`config.mk`:
```
export PLATFORM = sky130hd
export DESIGN_NAME = apc_clock_gen
export DESIGN_NICKNAME = d
export VERILOG_FILES = /design/src/core/apc_clock_gen.v /design/src/core/apc_rate_unit.v
export VERILOG_INCLUDE_DIRS = /design/src /design/src/core
export SDC_FILE = /design/constraint.sdc
export NUM_CORES = 1
export LEC_CHECK = 0
export ABC_AREA = 1
export BUFFER_PORTS_ARGS = -buffer_cell sky130_fd_sc_hd__buf_2
export CAP_MARGIN = 0
export CORE_MARGIN = 5
export CORE_UTILIZATION = 35
export CTS_CLUSTER_DIAMETER = 80
export DETAILED_ROUTE_END_ITERATION = 16
export PLACE_DENSITY = 0.58
export SYNTH_ARGS = -nofsm -noshare
export SYNTH_HDL_FRONTEND = slang
export SYNTH_SLANG_ARGS = --single-unit
```
`constraint.sdc`:
```
create_clock -name ref_clk -period 9.4 [get_ports ref_clk]
set_input_delay 1.41 -clock ref_clk [delete_from_list [all_inputs] [get_ports ref_clk]]
set_output_delay 1.41 -clock ref_clk [all_outputs]
set_load 0.02 [all_outputs]
```
`src/core/apc_consts.vh`:
```
/*
  Constants for the audio PLL clock generator: register offsets, field
  positions, reset values, reference codes and rate-model scale factors.
  Assumes it is included by its bare name from the design files under core/.
*/
`ifndef APC_CONSTS_VH
`define APC_CONSTS_VH

// Register offsets on the control port
`define APC_ADDR_PLL_CTRL   8'h04
`define APC_ADDR_REF_SEL    8'h0d
`define APC_ADDR_PLL_P      8'h14
`define APC_ADDR_PLL_J      8'h15
`define APC_ADDR_PLL_D_HI   8'h16
`define APC_ADDR_PLL_D_LO   8'h17
`define APC_ADDR_PLL_R      8'h18
`define APC_ADDR_CORE_DIV   8'h1b
`define APC_ADDR_BIT_DIV    8'h20
`define APC_ADDR_FRAME_DIV  8'h21

// Field positions
`define APC_PLL_ON_POS      0
`define APC_REF_SEL_HI      6
`define APC_REF_SEL_LO      4
`define APC_DIV7_HI         6
`define APC_PQR_HI          3
`define APC_J_HI            5
`define APC_D_HI_HI         5

// Reset values
`define APC_RST_PLL_ON      1'h1
`define APC_RST_REF_SEL     3'h0
`define APC_RST_P           4'h0
`define APC_RST_J           6'h08
`define APC_RST_D           14'h0000
`define APC_RST_R           4'h0
`define APC_RST_DIV7        7'h00
`define APC_RST_DIV8        8'h00
`define APC_RDATA_NONE      8'h00

// Reference source codes
`define APC_REF_MASTER      3'h0
`define APC_REF_BITCLK      3'h1
`define APC_REF_GPIO        3'h3

// Rate model: four decimal digits of fraction, sample rate divisor
`define APC_FRAC_ONE        32'd10000
`define APC_D_MAX           14'd9999
`define APC_FS_RATIO        32'd2048
`define APC_ONE32           32'd1

`endif

```
`src/core/apc_clock_gen.v`:
```
/*
  Audio PLL clock generator: register file, reference selection, digital
  model of the fractional PLL and the core, bit and frame clock dividers.
  Assumes clock pins arrive asynchronously to ref_clk and are well below
  half its rate; the analog PLL itself is modelled as a rate of ticks.
  Assumes software holds the clocks while it rewrites a coefficient, that
  master_mode and hold_clocks come from logic on ref_clk, and that only
  rate and phase matter to the core, not the shape of each tick.
*/
// Function
// - Drive bit and frame clocks as master
// - Reference chosen by three-bit select field
// - Enable bit clear turns PLL off
// - PLL enable reads set after reset
// - Core 7-bit, bit 7-bit, frame 8-bit dividers
// - Reference accepted from 1 to 50 MHz
// - Output equals reference times R times K over P
// - Coefficient ranges R, P, J and D
// - Multiplier is integer plus four-digit fraction
// - Sample rate is PLL output over 2048
`timescale 1ns/1ns
`include "apc_consts.vh"
module apc_clock_gen (
  // Clock, reset and clock enable
  input  wire       ref_clk,
  input  wire       rst,
  input  wire       ce,
  // Register access from the control port
  input  wire [7:0] reg_addr,
  input  wire [7:0] reg_wdata,
  input  wire       reg_write,
  input  wire       reg_read,
  output reg  [7:0] reg_rdata,
  output reg        reg_rdata_valid,
  // Mode controls
  input  wire       master_mode,
  input  wire       hold_clocks,
  // Clock pins
  input  wire       system_master_clock,
  input  wire       gpio_ref_clock,
  input  wire       serial_bit_clock_in,
  output reg        serial_bit_clock_out,
  output wire       serial_bit_clock_oe,
  output reg        frame_sync_clock_out,
  output wire       frame_sync_clock_oe,
  // Internal clock events and status
  output wire       pll_on_bit,
  output wire [2:0] pll_ref_source,
  output wire       core_clk_tick,
  output wire       sample_tick
);

  // Register file
  reg        pll_on;
  reg  [2:0] ref_sel;
  reg  [3:0] p_code;
  reg  [5:0] j_val;
  reg [13:0] d_raw;
  reg  [3:0] r_code;
  reg  [6:0] core_clk_div;
  reg  [6:0] bitclk_out_div;
  reg  [7:0] frameclk_out_div;

  // Pin synchronisers: index 0 master, 1 bit clock, 2 gpio
  wire [2:0] pin_raw = {gpio_ref_clock, serial_bit_clock_in, system_master_clock};
  reg  [2:0] pin_meta;
  reg  [2:0] pin_sync;
  reg  [2:0] pin_last;
  wire [2:0] pin_rise;

  // Rate model terms
  reg         reference_mux;
  wire [31:0] p_eff;
  wire [31:0] r_eff;
  wire [13:0] d_val;
  wire [31:0] k_scaled;
  wire [31:0] pll_inc;
  wire [31:0] p_scaled;
  wire [31:0] core_div_eff;
  wire [31:0] core_limit;
  wire [31:0] sample_limit;

  // Outgoing clock counters
  reg  [6:0] bit_cnt;
  reg  [7:0] frame_cnt;
  wire [6:0] next_bit_cnt;
  wire [7:0] next_frame_cnt;
  wire [8:0] frame_half;
  wire       bit_wrap;
  wire       bit_rise;
  wire       clocks_idle;

  // Read path and control port strobes
  reg  [7:0] next_rdata;
  wire       reg_wr_en;
  wire       reg_rd_en;

  // Status outputs mirror the register fields
  assign pll_on_bit     = pll_on;
  assign pll_ref_source = ref_sel;
  // Port strobes gate on ce, so a frozen block takes no request
  assign reg_wr_en      = ce && reg_write;
  assign reg_rd_en      = ce && reg_read;

  // Register writes; enable comes up set so the PLL runs from reset
  always @(posedge ref_clk or posedge rst) begin
    if (rst) begin
      pll_on           <= `APC_RST_PLL_ON;
      ref_sel          <= `APC_RST_REF_SEL;
      p_code           <= `APC_RST_P;
      j_val            <= `APC_RST_J;
      d_raw            <= `APC_RST_D;
      r_code           <= `APC_RST_R;
      core_clk_div     <= `APC_RST_DIV7;
      bitclk_out_div   <= `APC_RST_DIV7;
      frameclk_out_div <= `APC_RST_DIV8;
    end else if (reg_wr_en) begin
      // New coefficients act at once; software holds the clocks meanwhile
      case (reg_addr)
        `APC_ADDR_PLL_CTRL:  pll_on <= reg_wdata[`APC_PLL_ON_POS];
        `APC_ADDR_REF_SEL:   ref_sel <= reg_wdata[`APC_REF_SEL_HI:`APC_REF_SEL_LO];
        `APC_ADDR_PLL_P:     p_code <= reg_wdata[`APC_PQR_HI:0];
        `APC_ADDR_PLL_J:     j_val <= reg_wdata[`APC_J_HI:0];
        `APC_ADDR_PLL_D_HI:  d_raw[13:8] <= reg_wdata[`APC_D_HI_HI:0];
        `APC_ADDR_PLL_D_LO:  d_raw[7:0] <= reg_wdata;
        `APC_ADDR_PLL_R:     r_code <= reg_wdata[`APC_PQR_HI:0];
        `APC_ADDR_CORE_DIV:  core_clk_div <= reg_wdata[`APC_DIV7_HI:0];
        `APC_ADDR_BIT_DIV:   bitclk_out_div <= reg_wdata[`APC_DIV7_HI:0];
        `APC_ADDR_FRAME_DIV: frameclk_out_div <= reg_wdata;
        default: ;
      endcase
    end
  end

  // Readback mux; unmapped offsets and reserved bits read zero, so
  // software may compare whole bytes without masking
  always @* begin
    case (reg_addr)
      `APC_ADDR_PLL_CTRL:  next_rdata = {7'h00, pll_on};
      `APC_ADDR_REF_SEL:   next_rdata = {1'b0, ref_sel, 4'h0};
      `APC_ADDR_PLL_P:     next_rdata = {4'h0, p_code};
      `APC_ADDR_PLL_J:     next_rdata = {2'h0, j_val};
      `APC_ADDR_PLL_D_HI:  next_rdata = {2'h0, d_raw[13:8]};
      `APC_ADDR_PLL_D_LO:  next_rdata = d_raw[7:0];
      `APC_ADDR_PLL_R:     next_rdata = {4'h0, r_code};
      `APC_ADDR_CORE_DIV:  next_rdata = {1'b0, core_clk_div};
      `APC_ADDR_BIT_DIV:   next_rdata = {1'b0, bitclk_out_div};
      `APC_ADDR_FRAME_DIV: next_rdata = frameclk_out_div;
      default:             next_rdata = `APC_RDATA_NONE;
    endcase
  end

  // Read data is registered and holds until the next read
  always @(posedge ref_clk or posedge rst) begin
    if (rst) begin
      reg_rdata       <= `APC_RDATA_NONE;
      reg_rdata_valid <= 1'b0;
    end else if (ce) begin
      reg_rdata_valid <= reg_read;
      if (reg_rd_en) begin
        reg_rdata <= next_rdata;
      end
    end
  end

  // Two flops per pin before any logic; a third flop feeds the edge detect
  // Limitation: pins above about half of ref_clk alias in this model
  genvar gi;
  generate
    for (gi = 0; gi < 3; gi = gi + 1) begin : g_pin
      always @(posedge ref_clk or posedge rst) begin
        if (rst) begin
          pin_meta[gi] <= 1'b0;
          pin_sync[gi] <= 1'b0;
          pin_last[gi] <= 1'b0;
        end else if (ce) begin
          pin_meta[gi] <= pin_raw[gi];
          pin_sync[gi] <= pin_meta[gi];
          pin_last[gi] <= pin_sync[gi];
        end
      end
      assign pin_rise[gi] = pin_sync[gi] & ~pin_last[gi];
    end
  endgenerate

  // Reference select; with the PLL off only the master clock can drive
  // Unused select codes fall back to the master clock rather than stall
  always @* begin
    if (!pll_on) begin
      reference_mux = pin_rise[0];
    end else begin
      case (ref_sel)
        `APC_REF_MASTER: reference_mux = pin_rise[0];
        `APC_REF_BITCLK: reference_mux = pin_rise[1];
        `APC_REF_GPIO:   reference_mux = pin_rise[2];
        default:         reference_mux = pin_rise[0];
      endcase
    end
  end

  // Fraction clamps at four digits so K never reaches the next integer
  assign d_val = (d_raw > `APC_D_MAX) ? `APC_D_MAX : d_raw;
  // Codes hold value minus one: P 1..16, R 1..16
  assign p_eff = pll_on ? ({28'h0, p_code} + `APC_ONE32) : `APC_ONE32;
  assign r_eff = {28'h0, r_code} + `APC_ONE32;
  assign k_scaled = ({26'h0, j_val} * `APC_FRAC_ONE) + {18'h0, d_val};
  // PLL off passes the master clock straight through at unity ratio
  assign pll_inc = pll_on ? (k_scaled * r_eff) : `APC_FRAC_ONE;
  // Dividing by P scales the limits up instead of the increment down, so
  // no fraction of a reference edge is ever lost to rounding
  assign p_scaled     = p_eff * `APC_FRAC_ONE;
  assign core_div_eff = {25'h0, core_clk_div} + `APC_ONE32;
  assign core_limit   = p_scaled * core_div_eff;
  assign sample_limit = p_scaled * `APC_FS_RATIO;

  // Core clock: PLL output divided by the core divider
  // Both rate units see the same edges, so core and sample ticks stay locked
  apc_rate_unit u_core_rate (
    .ref_clk  (ref_clk),
    .rst      (rst),
    .ce       (ce),
    .clear    (hold_clocks),
    .ref_edge (reference_mux),
    .inc      (pll_inc),
    .limit    (core_limit),
    .tick     (core_clk_tick)
  );

  // Sample rate: PLL output over the fixed frame ratio
  apc_rate_unit u_sample_rate (
    .ref_clk  (ref_clk),
    .rst      (rst),
    .ce       (ce),
    .clear    (hold_clocks),
    .ref_edge (reference_mux),
    .inc      (pll_inc),
    .limit    (sample_limit),
    .tick     (sample_tick)
  );

  // Pins are driven only in clock-master mode
  // In slave mode the host owns both pins and the outputs idle low
  assign serial_bit_clock_oe = master_mode;
  assign frame_sync_clock_oe = master_mode;

  // Wrap on the master edge that ends a half period of the bit clock
  assign bit_wrap       = pin_rise[0] && (bit_cnt == bitclk_out_div);
  // A wrap while low is a rising bit clock edge, which steps the frame
  assign bit_rise       = bit_wrap && !serial_bit_clock_out;
  assign clocks_idle    = hold_clocks || !master_mode;
  assign next_bit_cnt   = bit_wrap ? 7'h00 : (bit_cnt + 7'h01);
  assign next_frame_cnt = (frame_cnt == frameclk_out_div) ? 8'h00 : (frame_cnt + 8'h01);
  assign frame_half     = ({1'b0, frameclk_out_div} + 9'h001) >> 1;

  // Outgoing bit clock toggles every (div+1) master edges. Holding it
  // restarts it low, so the first wrap after release is always a rise.
  always @(posedge ref_clk or posedge rst) begin
    if (rst) begin
      bit_cnt              <= 7'h00;
      serial_bit_clock_out <= 1'b0;
    end else if (ce) begin
      if (clocks_idle) begin
        bit_cnt              <= 7'h00;
        serial_bit_clock_out <= 1'b0;
      end else if (pin_rise[0]) begin
        bit_cnt <= next_bit_cnt;
        if (bit_wrap) begin
          serial_bit_clock_out <= ~serial_bit_clock_out;
        end
      end
    end
  end

  // Frame clock counts whole bit clock periods; a zero divider only halves
  // the bit rate, as there is no room left for a duty split
  always @(posedge ref_clk or posedge rst) begin
    if (rst) begin
      frame_cnt            <= 8'h00;
      frame_sync_clock_out <= 1'b0;
    end else if (ce) begin
      if (clocks_idle) begin
        frame_cnt            <= 8'h00;
        frame_sync_clock_out <= 1'b0;
      end else if (bit_rise) begin
        frame_cnt <= next_frame_cnt;
        if (frameclk_out_div == 8'h00) begin
          frame_sync_clock_out <= ~frame_sync_clock_out;
        end else begin
          frame_sync_clock_out <= ({1'b0, next_frame_cnt} < frame_half);
        end
      end
    end
  end

endmodule // apc_clock_gen

```
`src/core/apc_rate_unit.v`:
```
/*
  Fractional rate unit: emits one-cycle ticks at inc/limit times the rate of
  the reference edges, carrying the remainder so fractions do not drift.
  Assumes ref_edge is a one-cycle pulse in the ref_clk domain and that the
  average tick rate stays below one per ref_clk cycle.
*/
`timescale 1ns/1ns
module apc_rate_unit (
  // Clock and reset
  input  wire        ref_clk,
  input  wire        rst,
  input  wire        ce,
  // Control
  input  wire        clear,
  input  wire        ref_edge,
  input  wire [31:0] inc,
  input  wire [31:0] limit,
  // Output
  output reg         tick
);

  reg  [31:0] acc;
  wire [31:0] sum = acc + (ref_edge ? inc : 32'h0000_0000);

  // Backlog above the limit drains at one tick per cycle
  always @(posedge ref_clk or posedge rst) begin
    if (rst) begin
      acc  <= 32'h0000_0000;
      tick <= 1'b0;
    end else if (ce) begin
      if (clear) begin
        acc  <= 32'h0000_0000;
        tick <= 1'b0;
      end else if (sum >= limit) begin
        acc  <= sum - limit;
        tick <= 1'b1;
      end else begin
        acc  <= sum;
        tick <= 1'b0;
      end
    end
  end

endmodule // apc_rate_unit
```
==> results.py, run 1 <==
metrics = {
    "clocking": {
        "cts_hold_buf": 0,
        "cts_sinks": 155,
        "clk_pin_slew_ps": 70,
        "clockBufferDepth": 2,
        "insertion_delay_ps": 490,
        "htree_levels": 4,
        "cts_made_buffers": 17,
        "root_buffer": "clkbuf_16",
        "cts_tree": "yes",
    },
    "sta": {
        "clock_skew_ps": 24.8,
        "setup_tns_ps": 0,
        "setup_viol_count_final": 0,
        "slew_viol_final": 0,
        "tightest_slew_ps": 937,
        "hold_violations": 0,
        "period_needed_ps": 9400,
        "rsz0062_at_grt": "true",
        "fmax_ghz": 0.106,
        "relSlewSlack_pct": 37.3,
        "fin_crit_sh_pct": 100,
    },
    "grt": {
        "gr-total-overflow": 0,
        "grt_pass1_wl_mm": 103,
        "grt_max_degree": 73,
        "grt_usage_pct": 19.9,
        "grt_antenna_before_repair": 0,
        "first_global_vias": 19600,
    },
    "routing": {
        "drt_pass1_iterations": 5,
        "num_vias": 19600,
        "postRouteAntennaNets": 0,
        "vias_per_cell": 4.96,
        "drc_errors": 0,
        "wl_per_cell_um": 16.4,
        "wl_mm": 65.0,
        "drt_iter0_drc": 1122,
    },
    "setup_path": {
        "crit_required_ps": 9820,
        "worst-path-buf-inv": 13,
        "criticalPathCategory": "register to register",
        "crit_path_max_fanout": 8,
        "cp_common_cell": "inv_2",
        "crit_family": "adder cells",
        "startpoint_type": "register",
        "end_kind": "register",
        "cp_slowest_stage_delay_ps": 570,
        "slowest_stage": "fa_1",
        "critical_path_arrival_ps": 9820,
    },
    "floorplan": {
        "die_w_um": 255,
        "core_area_um2": 59100,
        "start_util_pct": 35.5,
        "die-area_um2": 64900,
        "rows": 89,
        "fp.dieH_um": 255,
        "num_io_pins": 45,
    },
    "logic_synthesis": {
        "ys_warn_count": 0,
        "synth_edf_count": 0,
        "avgSynthCellArea_um2": 7.32,
        "netlist_area_um2": 21000,
        "ys_seq_area_share_pct": 18.5,
        "syn_inst": 2865,
        "synthArstFlopShare_pct": 100,
        "ys_types": 63,
        "ys_ff_latch": 155,
        "ys.flop_type": "dfrtp_1",
    },
    "power": {
        "p_leak_nw": 13.8,
        "p_per_area_nw_per_um2": 279,
        "irDropWorstVdd_uv": 372,
    },
    "cells_and_area": {
        "drive_gt1_share_pct": 24.5,
        "antennaDiodeCount": 0,
        "postLayoutCoreUtil_pct": 45.3,
        "fin_nets": 3591,
        "final_common_cell": "nand2_1",
        "area_delta_synth_final_pct": 27.6,
        "seqCellArea_um2": 3880,
        "multiInputGateArea_um2": 17000,
        "mostFrequentLayoutCells": "nand2_1 (578), inv_1 (429), buf_4 (274)",
        "final.fill_count": 5873,
    },
    "place": {
        "gp_congestion": 0.902,
        "portBuffers": 44,
        "hpwl_mm": 51.1,
    },
    "hold_path": {
        "hold_path_class": "register to register",
    },
    "outcome": {
        "status": "complete, no violations",
    },
    "flow_run": {
        "cap_violations": 0,
    },
}
power by group:
group,switching [mW],leakage [nW],internal (mW)
Combinational,3.21,11.5,2.64
Clock,0.369,0.293,0.357
Sequential,0.111,2.00,0.773
Total,3.69,13.8,3.77
cells by family after synthesis:
kind of cell	count (synthesis)	synth area share (%)
xor gates and xnor gates	144	6.05
buffers and inverters	512	9.41
other	2	0.0358
and+or+nand+nor	1171	24.1
AOI/OAI and AO/OA	493	13.4
adders and majority gates	388	28.6
DFF	155	18.5
what timing repair did:
action,in CTS,in global routing
resized for setup,113,299
pin swaps,63,127
endpoints found under the setup margin,47,47
buffers inserted,19,23
cloned,2,0
synthesized netlist by cell type, types with 3 or more instances:
cell type,instances,share of area (%)
nand2_1,631,11
inv_1,450,8.1
nor2_1,283,5.1
ha_1,237,14
a21oi_1,183,4.4
o21ai_0,166,4.0
dfrtp_1,153,18
fa_1,151,14
nand3_1,98,2.3
xor2_1,86,3.6
xnor2_1,57,2.4
clkbuf_1,39,0.70
nand2_2,30,0.90
nor3_1,29,0.69
nand4_1,25,0.75
o21ai_1,23,0.55
or2_2,22,0.66
nand3_2,14,0.67
o21bai_1,14,0.50
o22ai_1,14,0.42
a31oi_1,13,0.39
a21o_1,12,0.43
o21ai_2,12,0.50
nor4_1,11,0.33
inv_2,9,0.16
o21a_1,7,0.25
o31ai_1,7,0.25
a22o_1,6,0.25
a21boi_0,5,0.18
nand3b_1,5,0.18
nor2_4,5,0.27
a211oi_1,4,0.14
buf_4,4,0.14
clkinv_1,4,0.072
nand2_4,4,0.21
nor2_2,4,0.12
o211ai_1,4,0.14
o221ai_1,4,0.17
a221oi_1,3,0.13
buf_6,3,0.16
o2111ai_1,3,0.13
metrics by stage:
| step | instance area (um2) | power [mW] | cells | hold WS (ps) | worst slack, ps |
|---|---|---|---|---|---|
| 6_report | 26800 | 7.46 | 3963 | 476 | 4.12 |
| 5_1_grt | 26800 | 8.09 | 3963 | 512 | -398 |
| 4_1_cts | 25200 | 6.76 | 3941 | 481 | 6.45 |
| 3_5_place_dp | 23900 | 5.64 | 3888 | 464 | -426 |
| 3_3_place_gp | 23900 | 5.63 | 3888 | 451 | -275 |
| 2_1_floorplan | 21000 | 4.01 | 2868 | 442 | 64.3 |
worst paths after layout:
kind | slack, ps | from | endpoint | cells past startpoint
worst max register to register | 4 | j_val[0] | u_sample_rate.acc[15] | 52
max in group asynchronous | 6550 | rst | u_core_rate.acc[16] | 4
worst min register to register | 480 | reg_rdata_valid | reg_rdata_valid | 2
worst min-delay path | 480 | reg_rdata_valid | reg_rdata_valid | 2
min in group asynchronous | 990 | rst | frame_sync_clock_out | 2
worst max-delay path | 4 | j_val[0] | u_sample_rate.acc[15] | 52
worst min-delay path: stages (launching register included):
cell and delay (ps):
dfrtp_1 340, nand2_1 50, nand2_1 50
cell type report:
class / instances / share of cell area (%)
tap: 773 / 3.61
clock inverter: 15 / 0.636
multi-input combinational: 2201 / 63.5
inverter: 463 / 6.56
clock buffer: 17 / 1.59
timing repair buffer: 339 / 9.55
sequential: 155 / 14.5
metal layers:
metal	track usage, %	vias up	wire, um
met1	27.7	9319	30300
met3	2.35	97	2460
li1	-	9839	-
met4	7.25	0	2180
met2	32.1	389	30000
met5	0	-	0
sequential cells by signal (all words and copies together), names as in the netlist, 3 cells and up:
name / count
bit_cnt: 7
bitclk_out_div: 7
core_clk_div: 7
d_raw: 14
frame_cnt: 8
frameclk_out_div: 8
j_val: 6
p_code: 4
pin_last: 3
pin_meta: 3
pin_sync: 3
pll_ref_source: 3
r_code: 4
reg_rdata: 8
u_core_rate.acc: 32
u_sample_rate.acc: 32
Power figures use the tool's default switching activity.
==> run 2, diff against run 1 <==
--- a/config.mk
+++ b/config.mk
@@ -9,7 +9,6 @@
 export ABC_AREA = 1
 export BUFFER_PORTS_ARGS = -buffer_cell sky130_fd_sc_hd__buf_2
 export CAP_MARGIN = 0
-export CORE_MARGIN = 5
 export CORE_UTILIZATION = 35
 export CTS_CLUSTER_DIAMETER = 80
 export DETAILED_ROUTE_END_ITERATION = 16
==> run 2 against run 1 <==
Clock power down 0.6%; first-iteration DRC count down 8.2%; global-route usage up 1.4 points; highest routed layer unchanged; the flow now finishes with violations (DRC); die area down 6.2%; register-to-register slack better by 130 ps; via count up 0.19%; largest cell class unchanged; maximum frequency up 1.5%.
==> results.py, run 2 (same netlist as run 1, synthesis figures left out) <==
metrics = {
    "clocking": {
        "htree_levels": 4,
        "root_buffer": "clkbuf_16",
        "cts_sinks": 155,
        "insertion_delay_ps": 490,
        "clockBufferDepth": 2,
        "clk_pin_slew_ps": 70,
        "cts_made_buffers": 17,
        "cts_hold_buf": 0,
        "cts_tree": "yes",
    },
    "floorplan": {
        "fp.dieH_um": 247,
        "die-area_um2": 60900,
        "start_util_pct": 35.5,
        "core_area_um2": 59100,
        "num_io_pins": 45,
        "die_w_um": 247,
        "rows": 89,
    },
    "routing": {
        "vias_per_cell": 4.96,
        "wl_mm": 63.7,
        "drt_pass1_iterations": 12,
        "postRouteAntennaNets": 0,
        "num_vias": 19700,
        "wl_per_cell_um": 16.1,
        "drc_errors": 7,
        "drt_iter0_drc": 1030,
    },
    "setup_path": {
        "criticalPathCategory": "register to register",
        "r2r_start": "j_val[0]",
        "critical_path_arrival_ps": 9630,
        "crit_path_max_fanout": 8,
        "cp_slowest_stage_delay_ps": 550,
        "startpoint_type": "register",
        "end_kind": "register",
        "worst-path-buf-inv": 15,
        "cp_common_cell": "inv_2",
        "crit_required_ps": 9770,
        "cp-startpoint": "j_val[0]",
        "slowest_stage": "fa_1",
        "rrSetupSlack_ps": 140,
        "crit_family": "adder cells",
    },
    "cells_and_area": {
        "fin_nets": 3593,
        "drive_gt1_share_pct": 21.9,
        "final_common_cell": "nand2_1",
        "mostFrequentLayoutCells": "nand2_1 (608), inv_1 (436), buf_4 (282)",
        "area_delta_synth_final_pct": 25.4,
        "final.fill_count": 5973,
        "antennaDiodeCount": 0,
        "postLayoutCoreUtil_pct": 44.5,
        "reg_top3": "u_core_rate.acc: 32 flops, u_sample_rate.acc: 32 flops, d_raw: 14 flops",
        "fin_cells": 3965,
    },
    "hold_path": {
        "hold_path_class": "register to register",
        "hold_start": "reg_rdata_valid",
    },
    "outcome": {
        "status": "finished with violations",
        "violations": "DRC",
    },
    "power": {
        "p_leak_nw": 13.6,
        "irDropWorstVdd_uv": 312,
        "p_per_area_nw_per_um2": 275,
    },
    "grt": {
        "gr-total-overflow": 0,
        "grt_antenna_before_repair": 0,
        "grt_pass1_wl_mm": 102,
        "grt_usage_pct": 21.4,
        "grt_max_degree": 88,
        "first_global_vias": 19700,
    },
    "sta": {
        "period_needed_ps": 9260,
        "fin_crit_sh_pct": 98.5,
        "fmax_ghz": 0.108,
        "rsz0062_at_grt": "true",
        "relSlewSlack_pct": 36.6,
        "hold_violations": 0,
        "clock_skew_ps": 19.1,
        "tightest_slew_ps": 950,
        "setup_viol_count_final": 0,
        "slew_viol_final": 0,
    },
    "place": {
        "hpwl_mm": 50.3,
        "portBuffers": 44,
        "gp_congestion": 0.910,
        "dp_cells": 3886,
    },
    "flow_run": {
        "cap_violations": 0,
    },
}
-- run 2: cell types whose count changed in the layout (fill, tap and decap cells not counted), sizes merged --
| cell | change |
|---|---|
| buf | -1 |
| clkbuf | +3 |
| inv | +5 |
| clkinv | -5 |
-- run 2: final cells by class --
type | instances | area [um2] | area share, %
Clock buffer | 17 | 425 | 1.62
Clock inverter | 15 | 168 | 0.638
Inverter | 463 | 1750 | 6.66
Multi-Input combinational cell | 2201 | 16500 | 62.8
Sequential cell | 155 | 3880 | 14.8
Tap cell | 773 | 967 | 3.68
Timing Repair Buffer | 341 | 2600 | 9.88
-- run 2: where the power goes --
group	leakage [nW]	internal (mW)	switching, mW
registers	2.00	0.774	0.104
logic	11.3	2.57	3.06
clock network	0.294	0.359	0.363
total	13.6	3.70	3.53
-- run 2: path summary, 6_finish.rpt --
kind	end	cells past startpoint
min in group asynchronous	u_core_rate.acc[28]	2
worst max-delay path	u_core_rate.acc[23]	55
max in group asynchronous	p_code[2]	3
worst max register to register	u_core_rate.acc[23]	55
worst min-delay path	reg_rdata_valid	2
worst min register to register	reg_rdata_valid	2
-- run 2: timing repair --
| action | CTS | global route |
|---|---|---|
| resized for setup | 43 | 237 |
| setup endpoints to repair | 47 | 47 |
| pin swaps | 23 | 97 |
| setup buffers | 21 | 22 |
| gates cloned | 1 | 3 |
-- run 2: stage by stage --
step | TNS, ps | total power [mW] | cell area [um2] | hold slack, ps | setup slack [ps]
global placement | -5070 | 5.67 | 23900 | 454 | -264
finish | 0 | 7.23 | 26300 | 477 | 139
CTS | 0 | 6.71 | 24900 | 480 | 2.22
floorplan | 0 | 4.01 | 21000 | 442 | 64.3
global route | -13800 | 7.84 | 26300 | 501 | -353
detailed placement | -8990 | 5.68 | 23900 | 461 | -340
-- run 2: worst min-delay path, delay by kind of cell, from the launching register on --
family / cells / cell delay [ps]
and+or+nand+nor: 2 / 100
DFF: 1 / 350
-- run 2: routing by layer --
layer | vias to the layer above | track usage, % | part of all wire, %
met5 | - | 0 | 0
met4 | 0 | 7.53 | 2.9
met3 | 77 | 2.87 | 4.2
met2 | 408 | 35.5 | 47
met1 | 9350 | 28.3 | 46
li1 | 9847 | - | -
